## src/rtl/tfs_pkg.sv

```systemverilog
// Purpose: Shared constants and types of the thermal fault supervisor
// Assumes: 50 MHz system clock, APB register access
// Notes:   Offsets are byte addresses of aligned 32-bit words
package tfs_pkg;
    // ------------------------------------------------------------
    // Register map
    // ------------------------------------------------------------
    localparam logic [7:0]  TFS_OFS_CONFIG     = 8'h00;
    localparam logic [7:0]  TFS_OFS_DISCHARGE  = 8'h04;
    localparam logic [7:0]  TFS_OFS_TEMP_GROUP = 8'h08;
    localparam logic [7:0]  TFS_OFS_CONVERT    = 8'h0c;
    localparam logic [7:0]  TFS_OFS_STATUS     = 8'h10;
    localparam logic [7:0]  TFS_OFS_IRQ_MASK   = 8'h14;
    localparam logic [7:0]  TFS_OFS_CELL_DATA  = 8'h18;
    localparam logic [7:0]  TFS_OFS_KICK       = 8'h1c;
    // ------------------------------------------------------------
    // Field positions
    // ------------------------------------------------------------
    localparam int          TFS_BIT_CONV_EN    = 0;
    localparam int          TFS_BIT_TEN_CELL   = 1;
    localparam int          TFS_BIT_GPO_ONE    = 2;
    localparam int          TFS_BIT_GPO_TWO    = 3;
    localparam int          TFS_BIT_ALL_CELLS  = 4;
    localparam int          TFS_BIT_SHUTDOWN   = 0;
    localparam int          TFS_BIT_STANDBY    = 1;
    localparam int          TFS_BIT_CONV_DONE  = 2;
    localparam int          TFS_CELLS          = 12;
    localparam int          TFS_TEN            = 10;
    // ------------------------------------------------------------
    // Reset values
    // ------------------------------------------------------------
    localparam logic [3:0]  TFS_CONFIG_RST     = 4'hc;
    localparam logic [11:0] TFS_DISCH_RST      = 12'h000;
    localparam logic [2:0]  TFS_MASK_RST       = 3'h0;
    // ------------------------------------------------------------
    // Timing
    // ------------------------------------------------------------
    localparam longint      TFS_CLK_HZ         = 64'd50000000;
    localparam longint      TFS_LINK_LOSS_S    = 64'd2;
    localparam int          TFS_LINK_LOSS_CYC  = int'(TFS_LINK_LOSS_S * TFS_CLK_HZ);
    localparam int          TFS_CONV_CYC       = 16;
    // ------------------------------------------------------------
    // Types
    // ------------------------------------------------------------
    typedef enum logic [1:0] {
        TFS_CV_IDLE,
        TFS_CV_RUN,
        TFS_CV_DONE
    } tfs_conv_state_t;
endpackage

```

## src/rtl/tfs_sync_if.sv

```systemverilog
// Purpose: Carrier of synchronised pin levels between supervisor modules
// Assumes: One clock domain
// Notes:   Source is the input synchroniser, sink is the supervisor top
`timescale 1ns/100ps
`default_nettype none
interface tfs_sync_if;
    logic hot;
    logic cur_active;
    logic link_act;
    modport src (output hot, output cur_active, output link_act);
    modport dst (input hot, input cur_active, input link_act);
endinterface
`default_nettype wire

```

## src/rtl/tfs_pin_sync.sv

```systemverilog
// Purpose: Three-stage synchroniser for one asynchronous pin
// Assumes: Synchronous active-low reset
// Notes:   Output changes only when stages two and three agree
`timescale 1ns/100ps
`default_nettype none
module tfs_pin_sync (
    input  wire logic sys_clk,
    input  wire logic rst_n,
    input  wire logic pin,
    output var  logic level
);
    typedef struct packed {
        logic s1;
        logic s2;
        logic s3;
        logic lvl;
    } tfs_sync_st_t;
    tfs_sync_st_t st_r;
    tfs_sync_st_t st_nxt;
    always_comb begin
        st_nxt     = st_r;
        st_nxt.s1  = pin;
        st_nxt.s2  = st_r.s1;
        st_nxt.s3  = st_r.s2;
        // Stage one feeds stage two only, to keep metastability contained
        if (st_r.s2 == st_r.s3) begin
            st_nxt.lvl = st_r.s3;
        end
    end
    always_ff @(posedge sys_clk) begin
        if (!rst_n) begin
            st_r <= '0;
        end else begin
            st_r <= st_nxt;
        end
    end
    assign level = st_r.lvl;
endmodule
`default_nettype wire

```

## src/rtl/tfs_supervisor.sv

```systemverilog
// Purpose: Thermal shutdown, link-loss standby and cell selection supervisor
// Assumes: APB master on sys_clk; comparator and link pins asynchronous
// Notes:   Analog sensing is outside; hot pin is the 145 C comparator output
//
// Functional notes
// Over-temperature watch runs whenever the device is not in standby.
// Watch also runs in standby while any current-mode pin conducts.
// Overheat resets configuration, turning discharge off and stopping conversions.
// Overheat sets the thermal shutdown flag in the temperature group.
// Reading the temperature group clears the thermal shutdown flag.
// Flag stays set after cooling until the temperature group read.
// Link silence enters standby within two seconds.
// Standby forces every discharge output off.
// Standby entry drives watchdog_timeout_n low.
// All-cell conversion covers ten or twelve cells per ten_cell_select.
// A conversion may measure one selected cell only.
// Unused channels tied to the top input report zero volts.
// Twelve discharge outputs, one per cell, usable as gate drives.
// Host selects one of four probes via the two general outputs.
// General outputs default high while in shutdown.
// Host should watch internal temperature before shutdown threshold.

`timescale 1ns/100ps
`default_nettype none

module tfs_supervisor
    import tfs_pkg::*;
#(
    parameter int LINK_LOSS_CYC = tfs_pkg::TFS_LINK_LOSS_CYC
) (
    input  wire logic        sys_clk,
    input  wire logic        rst_n,
    input  wire logic        psel,
    input  wire logic        penable,
    input  wire logic        pwrite,
    input  wire logic [7:0]  paddr,
    input  wire logic [31:0] pwdata,
    output var  logic [31:0] prdata,
    output var  logic        pready,
    output var  logic        pslverr,
    input  wire logic        die_hot,
    input  wire logic        current_mode_active,
    input  wire logic        link_activity,
    input  wire logic [11:0] cell_unused,
    output var  logic [11:0] cell_discharge_output,
    output var  logic        general_output_one,
    output var  logic        general_output_two,
    output var  logic        watchdog_timeout_n,
    output var  logic        irq
);

    import tfs_pkg::*;

    // ------------------------------------------------------------
    // Pin synchronisers
    // ------------------------------------------------------------
    // A few cycles of latency cost nothing next to thermal time constants
    tfs_sync_if sync_bus ();

    tfs_pin_sync u_sync_hot (
        .sys_clk (sys_clk),
        .rst_n   (rst_n),
        .pin     (die_hot),
        .level   (sync_bus.hot)
    );

    tfs_pin_sync u_sync_cur (
        .sys_clk (sys_clk),
        .rst_n   (rst_n),
        .pin     (current_mode_active),
        .level   (sync_bus.cur_active)
    );

    tfs_pin_sync u_sync_link (
        .sys_clk (sys_clk),
        .rst_n   (rst_n),
        .pin     (link_activity),
        .level   (sync_bus.link_act)
    );

    // ------------------------------------------------------------
    // State
    // ------------------------------------------------------------
    // One struct, so reset and update can never drift apart
    typedef struct packed {
        // Configuration, returned to defaults on overheat
        logic            conv_en;
        logic            ten_cell;
        logic            gpo_one;
        logic            gpo_two;
        logic [11:0]     discharge;
        // Sticky flags and link watchdog
        logic            shutdown_flag;
        logic            standby;
        logic [31:0]     idle_cnt;
        logic            link_prev;
        logic [2:0]      status;
        logic [2:0]      mask;
        // Conversion sequencer
        tfs_conv_state_t cv_state;
        logic [4:0]      cv_cnt;
        logic            cv_all;
        logic [3:0]      cv_cell;
        logic [11:0]     cv_result;
        // Read word captured in the setup cycle
        logic [31:0]     rdata;
    } tfs_st_t;

    tfs_st_t st_r;
    tfs_st_t st_nxt;

    logic    wr_acc;
    logic    rd_acc;
    logic    watch_on;
    logic    overheat;
    logic    link_edge;
    logic    mapped;
    logic [11:0] cell_mask;

    // Access-phase strobes; with pready tied high each access is one cycle
    assign wr_acc    = psel && penable && pwrite;
    assign rd_acc    = psel && penable && !pwrite;
    // Watch runs outside standby, or in standby while a current-mode pin conducts
    assign watch_on  = !st_r.standby || sync_bus.cur_active;
    assign overheat  = watch_on && sync_bus.hot;
    assign link_edge = sync_bus.link_act != st_r.link_prev;
    // Unaligned or out-of-range offsets answer with pslverr
    assign mapped    = (paddr[1:0] == 2'b00) && (paddr <= TFS_OFS_KICK);
    // Ten-cell mode limits all-cell conversions to cells one to ten
    assign cell_mask = st_r.ten_cell ? 12'h3ff : 12'hfff;

    // ------------------------------------------------------------
    // Next state
    // ------------------------------------------------------------
    always_comb begin
        st_nxt           = st_r;
        st_nxt.link_prev = sync_bus.link_act;

        // Register writes
        if (wr_acc) begin
            unique case (paddr)
                TFS_OFS_CONFIG: begin
                    st_nxt.conv_en  = pwdata[TFS_BIT_CONV_EN];
                    st_nxt.ten_cell = pwdata[TFS_BIT_TEN_CELL];
                    // Host steers the probe multiplexer through these two bits
                    st_nxt.gpo_one  = pwdata[TFS_BIT_GPO_ONE];
                    st_nxt.gpo_two  = pwdata[TFS_BIT_GPO_TWO];
                end
                TFS_OFS_DISCHARGE: begin
                    st_nxt.discharge = pwdata[11:0];
                end
                TFS_OFS_IRQ_MASK: begin
                    st_nxt.mask = pwdata[2:0];
                end
                TFS_OFS_CONVERT: begin
                    // A start while busy, disabled or in standby is dropped
                    if (st_r.conv_en && st_r.cv_state == TFS_CV_IDLE && !st_r.standby) begin
                        st_nxt.cv_state = TFS_CV_RUN;
                        st_nxt.cv_cnt   = 5'h00;
                        st_nxt.cv_all   = pwdata[TFS_BIT_ALL_CELLS];
                        st_nxt.cv_cell  = pwdata[3:0];
                    end
                end
                default: begin
                end
            endcase
        end

        // Link watchdog: any access or pin activity restarts the count
        // The count saturates, so a long silence never wraps to zero
        if (link_edge || (psel && penable)) begin
            st_nxt.idle_cnt = 32'h0;
            st_nxt.standby  = 1'b0;
        end else if (st_r.idle_cnt >= 32'(LINK_LOSS_CYC - 1)) begin
            if (!st_r.standby) begin
                st_nxt.status[TFS_BIT_STANDBY] = 1'b1;
            end
            st_nxt.standby = 1'b1;
        end else begin
            st_nxt.idle_cnt = st_r.idle_cnt + 32'h1;
        end

        // Conversion sequencer
        unique case (st_r.cv_state)
            TFS_CV_IDLE: begin
            end
            TFS_CV_RUN: begin
                st_nxt.cv_cnt = st_r.cv_cnt + 5'h01;
                if (st_r.cv_cnt == 5'(TFS_CONV_CYC - 1)) begin
                    st_nxt.cv_state = TFS_CV_DONE;
                    if (st_r.cv_all) begin
                        // Unused channels tied to the top input read as zero
                        st_nxt.cv_result = cell_mask & ~cell_unused;
                    end else begin
                        st_nxt.cv_result = 12'h000;
                        if (32'(st_r.cv_cell) < TFS_CELLS) begin
                            st_nxt.cv_result[st_r.cv_cell] = ~cell_unused[st_r.cv_cell];
                        end
                    end
                end
            end
            TFS_CV_DONE: begin
                st_nxt.cv_state = TFS_CV_IDLE;
                st_nxt.status[TFS_BIT_CONV_DONE] = 1'b1;
            end
            // The fourth code is unreachable; fall back to idle
            default: begin
                st_nxt.cv_state = TFS_CV_IDLE;
            end
        endcase

        // Read data and read side effects; set below still wins
        // Loaded in setup so prdata stands through the access cycle
        st_nxt.rdata = 32'h0;
        if (psel && !penable && !pwrite) begin
            unique case (paddr)
                TFS_OFS_CONFIG:     st_nxt.rdata = {28'h0, st_r.gpo_two, st_r.gpo_one, st_r.ten_cell, st_r.conv_en};
                TFS_OFS_DISCHARGE:  st_nxt.rdata = {20'h0, st_r.discharge};
                TFS_OFS_TEMP_GROUP: st_nxt.rdata = {31'h0, st_r.shutdown_flag};
                TFS_OFS_CONVERT:    st_nxt.rdata = {30'h0, st_r.cv_state != TFS_CV_IDLE, st_r.standby};
                TFS_OFS_STATUS:     st_nxt.rdata = {29'h0, st_r.status};
                TFS_OFS_IRQ_MASK:   st_nxt.rdata = {29'h0, st_r.mask};
                TFS_OFS_CELL_DATA:  st_nxt.rdata = {20'h0, st_r.cv_result};
                default:            st_nxt.rdata = 32'h0;
            endcase
        end

        // Clears at the access edge, the edge that hands over the data
        if (rd_acc && paddr == TFS_OFS_TEMP_GROUP) begin
            st_nxt.shutdown_flag = 1'b0;
        end

        // Events landing in the clearing cycle are kept
        if (rd_acc && paddr == TFS_OFS_STATUS) begin
            st_nxt.status = 3'h0;
            if (st_r.cv_state == TFS_CV_DONE) begin
                st_nxt.status[TFS_BIT_CONV_DONE] = 1'b1;
            end
            if (!st_r.standby && st_nxt.standby) begin
                st_nxt.status[TFS_BIT_STANDBY] = 1'b1;
            end
        end

        // Thermal shutdown overrides writes; flag holds after cooling
        // Placed last so it beats a same-cycle write or flag clear
        if (overheat) begin
            st_nxt.conv_en       = TFS_CONFIG_RST[TFS_BIT_CONV_EN];
            st_nxt.ten_cell      = TFS_CONFIG_RST[TFS_BIT_TEN_CELL];
            st_nxt.gpo_one       = TFS_CONFIG_RST[TFS_BIT_GPO_ONE];
            st_nxt.gpo_two       = TFS_CONFIG_RST[TFS_BIT_GPO_TWO];
            st_nxt.discharge     = TFS_DISCH_RST;
            st_nxt.cv_state      = TFS_CV_IDLE;
            st_nxt.shutdown_flag = 1'b1;
            st_nxt.status[TFS_BIT_SHUTDOWN] = 1'b1;
        end
    end

    // Synchronous reset; configuration fields take their defaults
    always_ff @(posedge sys_clk) begin
        if (!rst_n) begin
            st_r           <= '0;
            st_r.conv_en   <= TFS_CONFIG_RST[TFS_BIT_CONV_EN];
            st_r.ten_cell  <= TFS_CONFIG_RST[TFS_BIT_TEN_CELL];
            st_r.gpo_one   <= TFS_CONFIG_RST[TFS_BIT_GPO_ONE];
            st_r.gpo_two   <= TFS_CONFIG_RST[TFS_BIT_GPO_TWO];
            st_r.discharge <= TFS_DISCH_RST;
            st_r.mask      <= TFS_MASK_RST;
            st_r.cv_state  <= TFS_CV_IDLE;
        end else begin
            st_r <= st_nxt;
        end
    end

    // ------------------------------------------------------------
    // Outputs
    // ------------------------------------------------------------
    assign prdata                = st_r.rdata;
    // No wait states: read words are already in flops at access
    assign pready                = 1'b1;
    assign pslverr               = psel && penable && !mapped;
    // Gate drives are forced off in standby regardless of configuration
    assign cell_discharge_output = st_r.standby ? 12'h000 : st_r.discharge;
    assign general_output_one    = st_r.gpo_one;
    assign general_output_two    = st_r.gpo_two;
    // Low for the whole of standby, so the far side can drop its loads
    assign watchdog_timeout_n    = !st_r.standby;
    // Level interrupt; a status read drops it
    assign irq                   = |(st_r.status & st_r.mask);

    // ------------------------------------------------------------
    // Assertions
    // ------------------------------------------------------------
    a_standby_discharge_off: assert property (@(posedge sys_clk) disable iff (!rst_n)
        st_r.standby |-> cell_discharge_output == 12'h000)
        else $error("discharge active in standby");

    a_standby_signal: assert property (@(posedge sys_clk) disable iff (!rst_n)
        $rose(st_r.standby) |-> !watchdog_timeout_n)
        else $error("watchdog output not low in standby");

    a_overheat_config: assert property (@(posedge sys_clk) disable iff (!rst_n)
        overheat |=> st_r.discharge == TFS_DISCH_RST && !st_r.conv_en)
        else $error("config not reset on overheat");

    a_overheat_flag: assert property (@(posedge sys_clk) disable iff (!rst_n)
        overheat |=> st_r.shutdown_flag)
        else $error("shutdown flag not set");

    a_flag_clear_read: assert property (@(posedge sys_clk) disable iff (!rst_n)
        rd_acc && paddr == TFS_OFS_TEMP_GROUP && !overheat |=> !st_r.shutdown_flag)
        else $error("flag not cleared by read");

    a_flag_holds: assert property (@(posedge sys_clk) disable iff (!rst_n)
        st_r.shutdown_flag && !(rd_acc && paddr == TFS_OFS_TEMP_GROUP) |=> st_r.shutdown_flag)
        else $error("flag dropped without read");

    a_watch_active: assert property (@(posedge sys_clk) disable iff (!rst_n)
        sync_bus.hot && (!st_r.standby || sync_bus.cur_active) |=> st_r.shutdown_flag)
        else $error("overheat missed while watch active");

    a_gpo_shutdown_high: assert property (@(posedge sys_clk) disable iff (!rst_n)
        overheat |=> general_output_one && general_output_two)
        else $error("general outputs not high after shutdown");

    a_link_timeout: assert property (@(posedge sys_clk) disable iff (!rst_n)
        st_r.idle_cnt >= 32'(LINK_LOSS_CYC - 1) && !link_edge && !(psel && penable) |=> st_r.standby)
        else $error("standby not entered on link loss");

    a_ten_cell_mask: assert property (@(posedge sys_clk) disable iff (!rst_n)
        st_r.cv_all && st_r.ten_cell && st_r.cv_state == TFS_CV_DONE |-> st_r.cv_result[11:10] == 2'b00)
        else $error("ten-cell result covers cells eleven and twelve");

    a_one_cell_only: assert property (@(posedge sys_clk) disable iff (!rst_n)
        st_r.cv_state == TFS_CV_DONE && !st_r.cv_all |-> (st_r.cv_result & ~(12'h001 << st_r.cv_cell)) == 12'h000)
        else $error("single-cell result shows another channel");

    a_unused_reads_zero: assert property (@(posedge sys_clk) disable iff (!rst_n)
        st_r.cv_state == TFS_CV_DONE |-> (st_r.cv_result & cell_unused) == 12'h000)
        else $error("unused channel reads nonzero");

    a_overheat_stops_conv: assert property (@(posedge sys_clk) disable iff (!rst_n)
        overheat |=> st_r.cv_state == TFS_CV_IDLE)
        else $error("conversion not stopped on overheat");

endmodule

`default_nettype wire

```

## config.mk

```make
export PLATFORM = sky130hd
export DESIGN_NAME = tfs_supervisor
export DESIGN_NICKNAME = d
export VERILOG_FILES = /design/src/rtl/tfs_pkg.sv /design/src/rtl/tfs_sync_if.sv /design/src/rtl/tfs_pin_sync.sv /design/src/rtl/tfs_supervisor.sv
export SDC_FILE = /design/constraint.sdc
export NUM_CORES = 1
export LEC_CHECK = 0
export ABC_AREA = 0
export BUFFER_PORTS_ARGS = -buffer_cell sky130_fd_sc_hd__buf_2
export CORE_AREA = 3 3 133 135
export DETAILED_ROUTE_END_ITERATION = 6
export DIE_AREA = 0 0 136 138
export MAX_ROUTING_LAYER = met4
export PLACE_DENSITY = 0.55
export REMOVE_ABC_BUFFERS = 1
export SYNTH_ARGS = -nofsm -noshare
export SYNTH_HDL_FRONTEND = slang
export SYNTH_SLANG_ARGS = --single-unit
```

## constraint.sdc

```tcl
create_clock -name sys_clk -period 2.2 [get_ports sys_clk]
set_clock_uncertainty 0.2 [all_clocks]
set_input_delay 0.11 -clock sys_clk [delete_from_list [all_inputs] [get_ports sys_clk]]
set_output_delay 0.11 -clock sys_clk [all_outputs]
set_load 0.05 [all_outputs]
```

[After elaboration in Yosys (flattened, before gate mapping)]
Index checks and enable logic that the tools add are counted.
Word-level totals
  register bits after elaboration: 125
  latch bits: 0
  memory bits (writable): 0
  memory bits (read-only): 0
  bits of input ports: 60
  logic and storage cells: 129
  memories: 0
Operators by class
  add/subtract/negate cells: 2
  multipliers: 0
  divide/modulo/power cells: 0
  $lt $le $gt $ge: 5
  equality and inequality tests: 15
  shift-type cells: 0
  multiplexer cells: 28
  bitwise logic cells: 6
  reductions and logical operators: 42
Operators with widths (count)
  $mux 12: 7
  $pmux 12 s7: 1
  $mux 33: 1
  $add 32x1->32 const B: 1
  $ge 32x27->1 const B: 1
  $mux 32: 1
  $and 12x12->12: 2
  $eq 8x5->1 const B: 3
  $eq 8x4->1 const B: 2
  $reduce_bool 2->1: 8
  $logic_and 1x1->1: 14
  $mux 1: 12
  $not 12->12: 1
  $reduce_and 2->1: 5
  $reduce_and 3->1: 3
  $eq 8x3->1 const B: 1
  $le 8x5->1 const B: 1
  $logic_not 8->1: 1
  $add 5x1->5 const B: 1
  $eq 5x4->1 const B: 1
  $lt 4x5->1 const B: 1
  $mux 5: 1
  $bmux 1 s4: 1
  $demux 1 s4: 1
  17 further kinds: 27

[Depth between registers and ports, before layout]
  word-level depth: 8
  gate-level depth with buffers: 8
  mapped depth without buffers: 7

[Hierarchy]
A second synthesis with hierarchy kept.
Unflattened totals
  cells, all modules: 552
  area total of the unflattened synthesis: 4809.6 µm²
Modules (own cells, without submodules)
  tfs_supervisor: times used 1, cells each 522, area an instance 4460.5 µm², sequential area each 1861.8 µm²
  tfs_pin_sync: times used 3, cells each 10, area an instance 116.4 µm², sequential area each 80.1 µm²

[Least setup slack after synthesis]
No wires, ideal clock.
  kind: flip-flop to flip-flop
  start: reg st_r[63] (netlist name)
  end: reg st_r[79] (netlist name)
  setup time: 70 ps
  data arrival time: 1683 ps
  required time: 1930 ps
  setup slack: 247 ps
  cell stages (with the launch flop): 8
  buffers on the path: 1
  period minus slack after synthesis: 1953 ps
  cells stage by stage: dfxtp_1 -> ha_1 -> nand3_1 -> o211ai_1 -> and3_4 -> clkbuf_2 -> or4_1 -> a21oi_1
Between the ends
  longest elaborated chain between the ends: 1
RTL lines
  from (decl): line tfs_supervisor.sv:109  | tfs_st_t st_r;
  from (signal assigned): line tfs_supervisor.sv:270  | st_r <= st_nxt;
  $add 32x1->32 or $ge 32x27->1 (tied branches): line tfs_supervisor.sv:180, tfs_supervisor.sv:174
Parallel ways exist; a longest one is shown, timed or not.
A chain may end at the register's enable or synchronous reset.

[Worst setup path after layout]
  start: reg st_r[88] (netlist name)
  end: reg st_r[76] (netlist name)
Between the ends
  longest elaborated chain between the ends: 1
RTL lines
  $ge 32x27->1: line tfs_supervisor.sv:174  | end else if (st_r.idle_cnt >= 32'(LINK_LOSS_CYC - 1)) begin
Every way passes these cells.

==> results.md <==
* Critical Path Slowest Stage Cell: or4_1
* WP data required at 2290 ps
* Syn. warnings at 0
* Wirelength, routed at 13000 um
* CTS Sinks at 105
* Worst-path cell chain: a211o_1 > nor4_4 > nand2_4 > clkbuf_16 > or4_1 > a21oi_2
* Combinational share of power at 6.8%
* Core area at 0.0166 mm^2
* Vias in the first global route at 4106
* H-tree levels at 3
* Most common cell in the netlist: dfxtp_1
* Max cap viols at 0
* Multi-input gate area in the final layout at 0.00257 mm^2
* #FFs+latches synth at 105
* DPL Wire Length at 9070 um
* Reg2Reg Depth at 6
* Die Area at 0.0188 mm^2
* Clock transition at path regs at 70 ps
* Final setup margin at -2.52 ps
* WHS Path Cells at 4
* Nets@finish at 727
* Worst slack at placement at 36.9 ps
* Endpoint class of the critical path: flip-flop
* Status: finished with violations
* Number of synthesized flops with an enable pin at 0
* Share of layout cells above drive strength 1 at 22.3%
* Switching pwr at 0.926 mW
* Arr. time, crit path at 2290 ps
* Final setup TNS at -2.52 ps
* DR iter-0 viols at 359
* Die Width at 136 um
* N_diodes at 0
* Worst-Margin Slew at 683 ps
* Synth Flop Type: dfxtp_1
* Mapped Cells at 569
* GRT Overall Usage at 14.0%
* Ports at 110
* Register area at 0.00210 mm^2
* Clock tree buffer depth at 2
* CP delay by family, top: simple AND/OR/NAND/NOR gates
* Hold Crit Class: in -> reg
* Clock Power Share at 43.9%
* Initial antenna violation count at 0
* Vias at 4328
* DP Area at 0.00544 mm^2
* Synth cell types at 51
* # setup viols final at 1
* RSZ-0062 raised after global routing: yes
* Asr flop ratio synth at 0%
* CTS buffer count at 9
* Clk root buf: clkbuf_16
* Lkg Pwr at 2.46 nW
* Hold endpoint: prdata[1]
* DR pass1 iterations at 4
* Top cell type's share of synthesized area at 42.7%
* Flop2flop setup slack at -3 ps
* Slew Limit Headroom at 54.3%
* CP startpoint kind: flip-flop
* Final period util at 100%
* PD cells at 624 mW/mm^2
* Sequential share of power at 49.3%
* Fin. max-slew vios at 0
* Global route overflow at 0
* FMAX at 0.454 GHz
* Worst Hold Launch: penable
* DR WL/cell at 14.7 um
* Area leader, netlist: dfxtp_1
* # port buffers at 68
* Vias per cell at 4.87
* Setup Crit Path Kind: reg -> reg
* WP buf/inv at 1
* Initial core utilization at 29.7%
* Switching share of power at 23.8%
* Routed Antenna Nets at 0
* Failing checks: negative setup slack
* Critical R2R Capture: st_r[76]
* Largest net degree at the start of global routing at 33
* Max FO, Critical Path at 6
* Num rows at 47
* Internal power at 2.96 mW
* Fillers at 1694
* Synth top cells by count: 105 x dfxtp_1, 59 x nor2_1, 51 x a21oi_1
* Final Hold Fails at 0
* Layout area overhead at 26.4%
* Critical path's largest stage delay at 520 ps
* Synth area leaders: dfxtp_1 43%, mux2i_1 6.9%, a21oi_1 5.2%, buf_4 5.0%, nor2_1 4.5%
* Design area at 0.00623 mm^2
* Max IR drop VDD at 0.000443 V
* Post-synthesis sequential area ratio at 42.7%
* Clk_lat worst skew at 350 ps
* Mean post-synth cell area at 8.66 um^2
* First-pass GRT wire length at 20800 um
* GP Congestion at 0.898
* DRC errors left at 0
* Minimum clock period at 2200 ps
* Reg2reg start: st_r[88]
* Synthesized area at 0.00493 mm^2
* Hold Slack at 42.6 ps
* CTS tree: built
* Die Y at 138 um
==> how the worst max path moves through the flow <==
stage / start / endpoint / slack [ps] / depth (start not counted)
after floorplan: st_r[89] / st_r[68] / 110 / 5
after global placement: paddr[0] / st_r[104] / 40 / 8
after detailed placement: paddr[0] / st_r[107] / 40 / 8
after CTS: st_r[89] / st_r[80] / 40 / 6
after global routing: st_r[88] / st_r[76] / -70 / 6
final: st_r[88] / st_r[76] / -3 / 6
==> layout make-up <==
type	instances	share of cell area, %
multi-input cells	410	41.3
flip-flops and latches	105	33.8
repair buffers	129	14.8
well taps	220	4.42
clock buffers	11	4.06
clock inverters	5	1.09
inverters	9	0.543
==> registers in the layout, indices dropped and copies added, names as in the netlist <==
register,count
st_r,79
prdata,12
u_sync_cur.st_nxt,2
u_sync_hot.st_nxt,2
u_sync_link.st_nxt,2
general_output_one,1
general_output_two,1
u_sync_cur.level,1
u_sync_cur.st_r,1
u_sync_hot.level,1
u_sync_hot.st_r,1
u_sync_link.level,1
u_sync_link.st_r,1
==> kinds of logic (layout without fill, tap and decap cells) <==
group / Yosys count / in the layout / synth area share [%]
other cells: 2 / 21 / 0.152
flops: 105 / 105 / 42.7
simple gates: 244 / 244 / 27.4
xor+xnor: 1 / 1 / 0.178
fa+ha+maj: 3 / 3 / 0.762
mux: 35 / 35 / 7.37
compound gates: 106 / 106 / 12.9
buf+inv: 73 / 154 / 8.56
==> placed cells by master (no fill, tap or decap), types with 4 or more instances in the layout <==
| cell type | synthesis | routed |
|---|---|---|
| dfxtp_1 | 105 | 104 |
| buf_2 | 6 | 68 |
| nor2_1 | 59 | 58 |
| a21oi_1 | 51 | 45 |
| mux2i_1 | 34 | 34 |
| nand3_1 | 31 | 30 |
| nand2_1 | 29 | 29 |
| dlygate4sd3_1 | 0 | 29 |
| buf_4 | 33 | 28 |
| nor2b_1 | 21 | 21 |
| conb_1 | 2 | 21 |
| nor3_1 | 18 | 18 |
| and2_1 | 17 | 16 |
| o31ai_1 | 13 | 13 |
| o21ai_0 | 12 | 12 |
| a22oi_1 | 12 | 12 |
| and3_1 | 11 | 11 |
| clkbuf_16 | 0 | 11 |
| nand4_1 | 10 | 10 |
| inv_1 | 9 | 9 |
| nand2b_1 | 9 | 9 |
| a31oi_1 | 8 | 8 |
| a21oi_2 | 0 | 6 |
| or4_4 | 0 | 6 |
| or4_1 | 12 | 6 |
| and4_1 | 4 | 4 |
==> timing repair <==
action / 4_1_cts / 5_1_grt
setup buffers: 0 / 3
gates resized for setup: 0 / 25
endpoints found under the hold margin: 40 / 0
setup endpoints to repair: 0 / 10
hold buffers: 29 / 0
==> worst min-delay path, cell delays in order <==
cell and delay, ps:
buf_2 100, nor4b_1 80, nand3_1 190, a21oi_1 60
==> power groups by stage <==
stage / sequential (mW) / combinational (mW) / clock (mW)
after global routing: 1.92 / 0.283 / 1.83
after floorplan: 1.96 / 0.132 / 0
after detailed placement: 1.96 / 0.220 / 0
final: 1.91 / 0.264 / 1.71
after CTS: 1.91 / 0.261 / 1.77
after global placement: 1.96 / 0.218 / 0
==> routing by layer <==
metal	routed length, um	track usage [%]
met4	229	4.77
met2	6230	21.0
met5	0	-
met3	561	2.91
met1	6000	18.8
==> metrics by stage <==
stage	std cells	utilization, %	total power [mW]
floorplan	524	-	2.09
CTS	884	36.5	3.95
global placement	839	32.8	2.18
finish	889	37.5	3.89
global route	889	37.5	4.03
detailed placement	839	32.8	2.18
(Power assumes the default switching activity.)
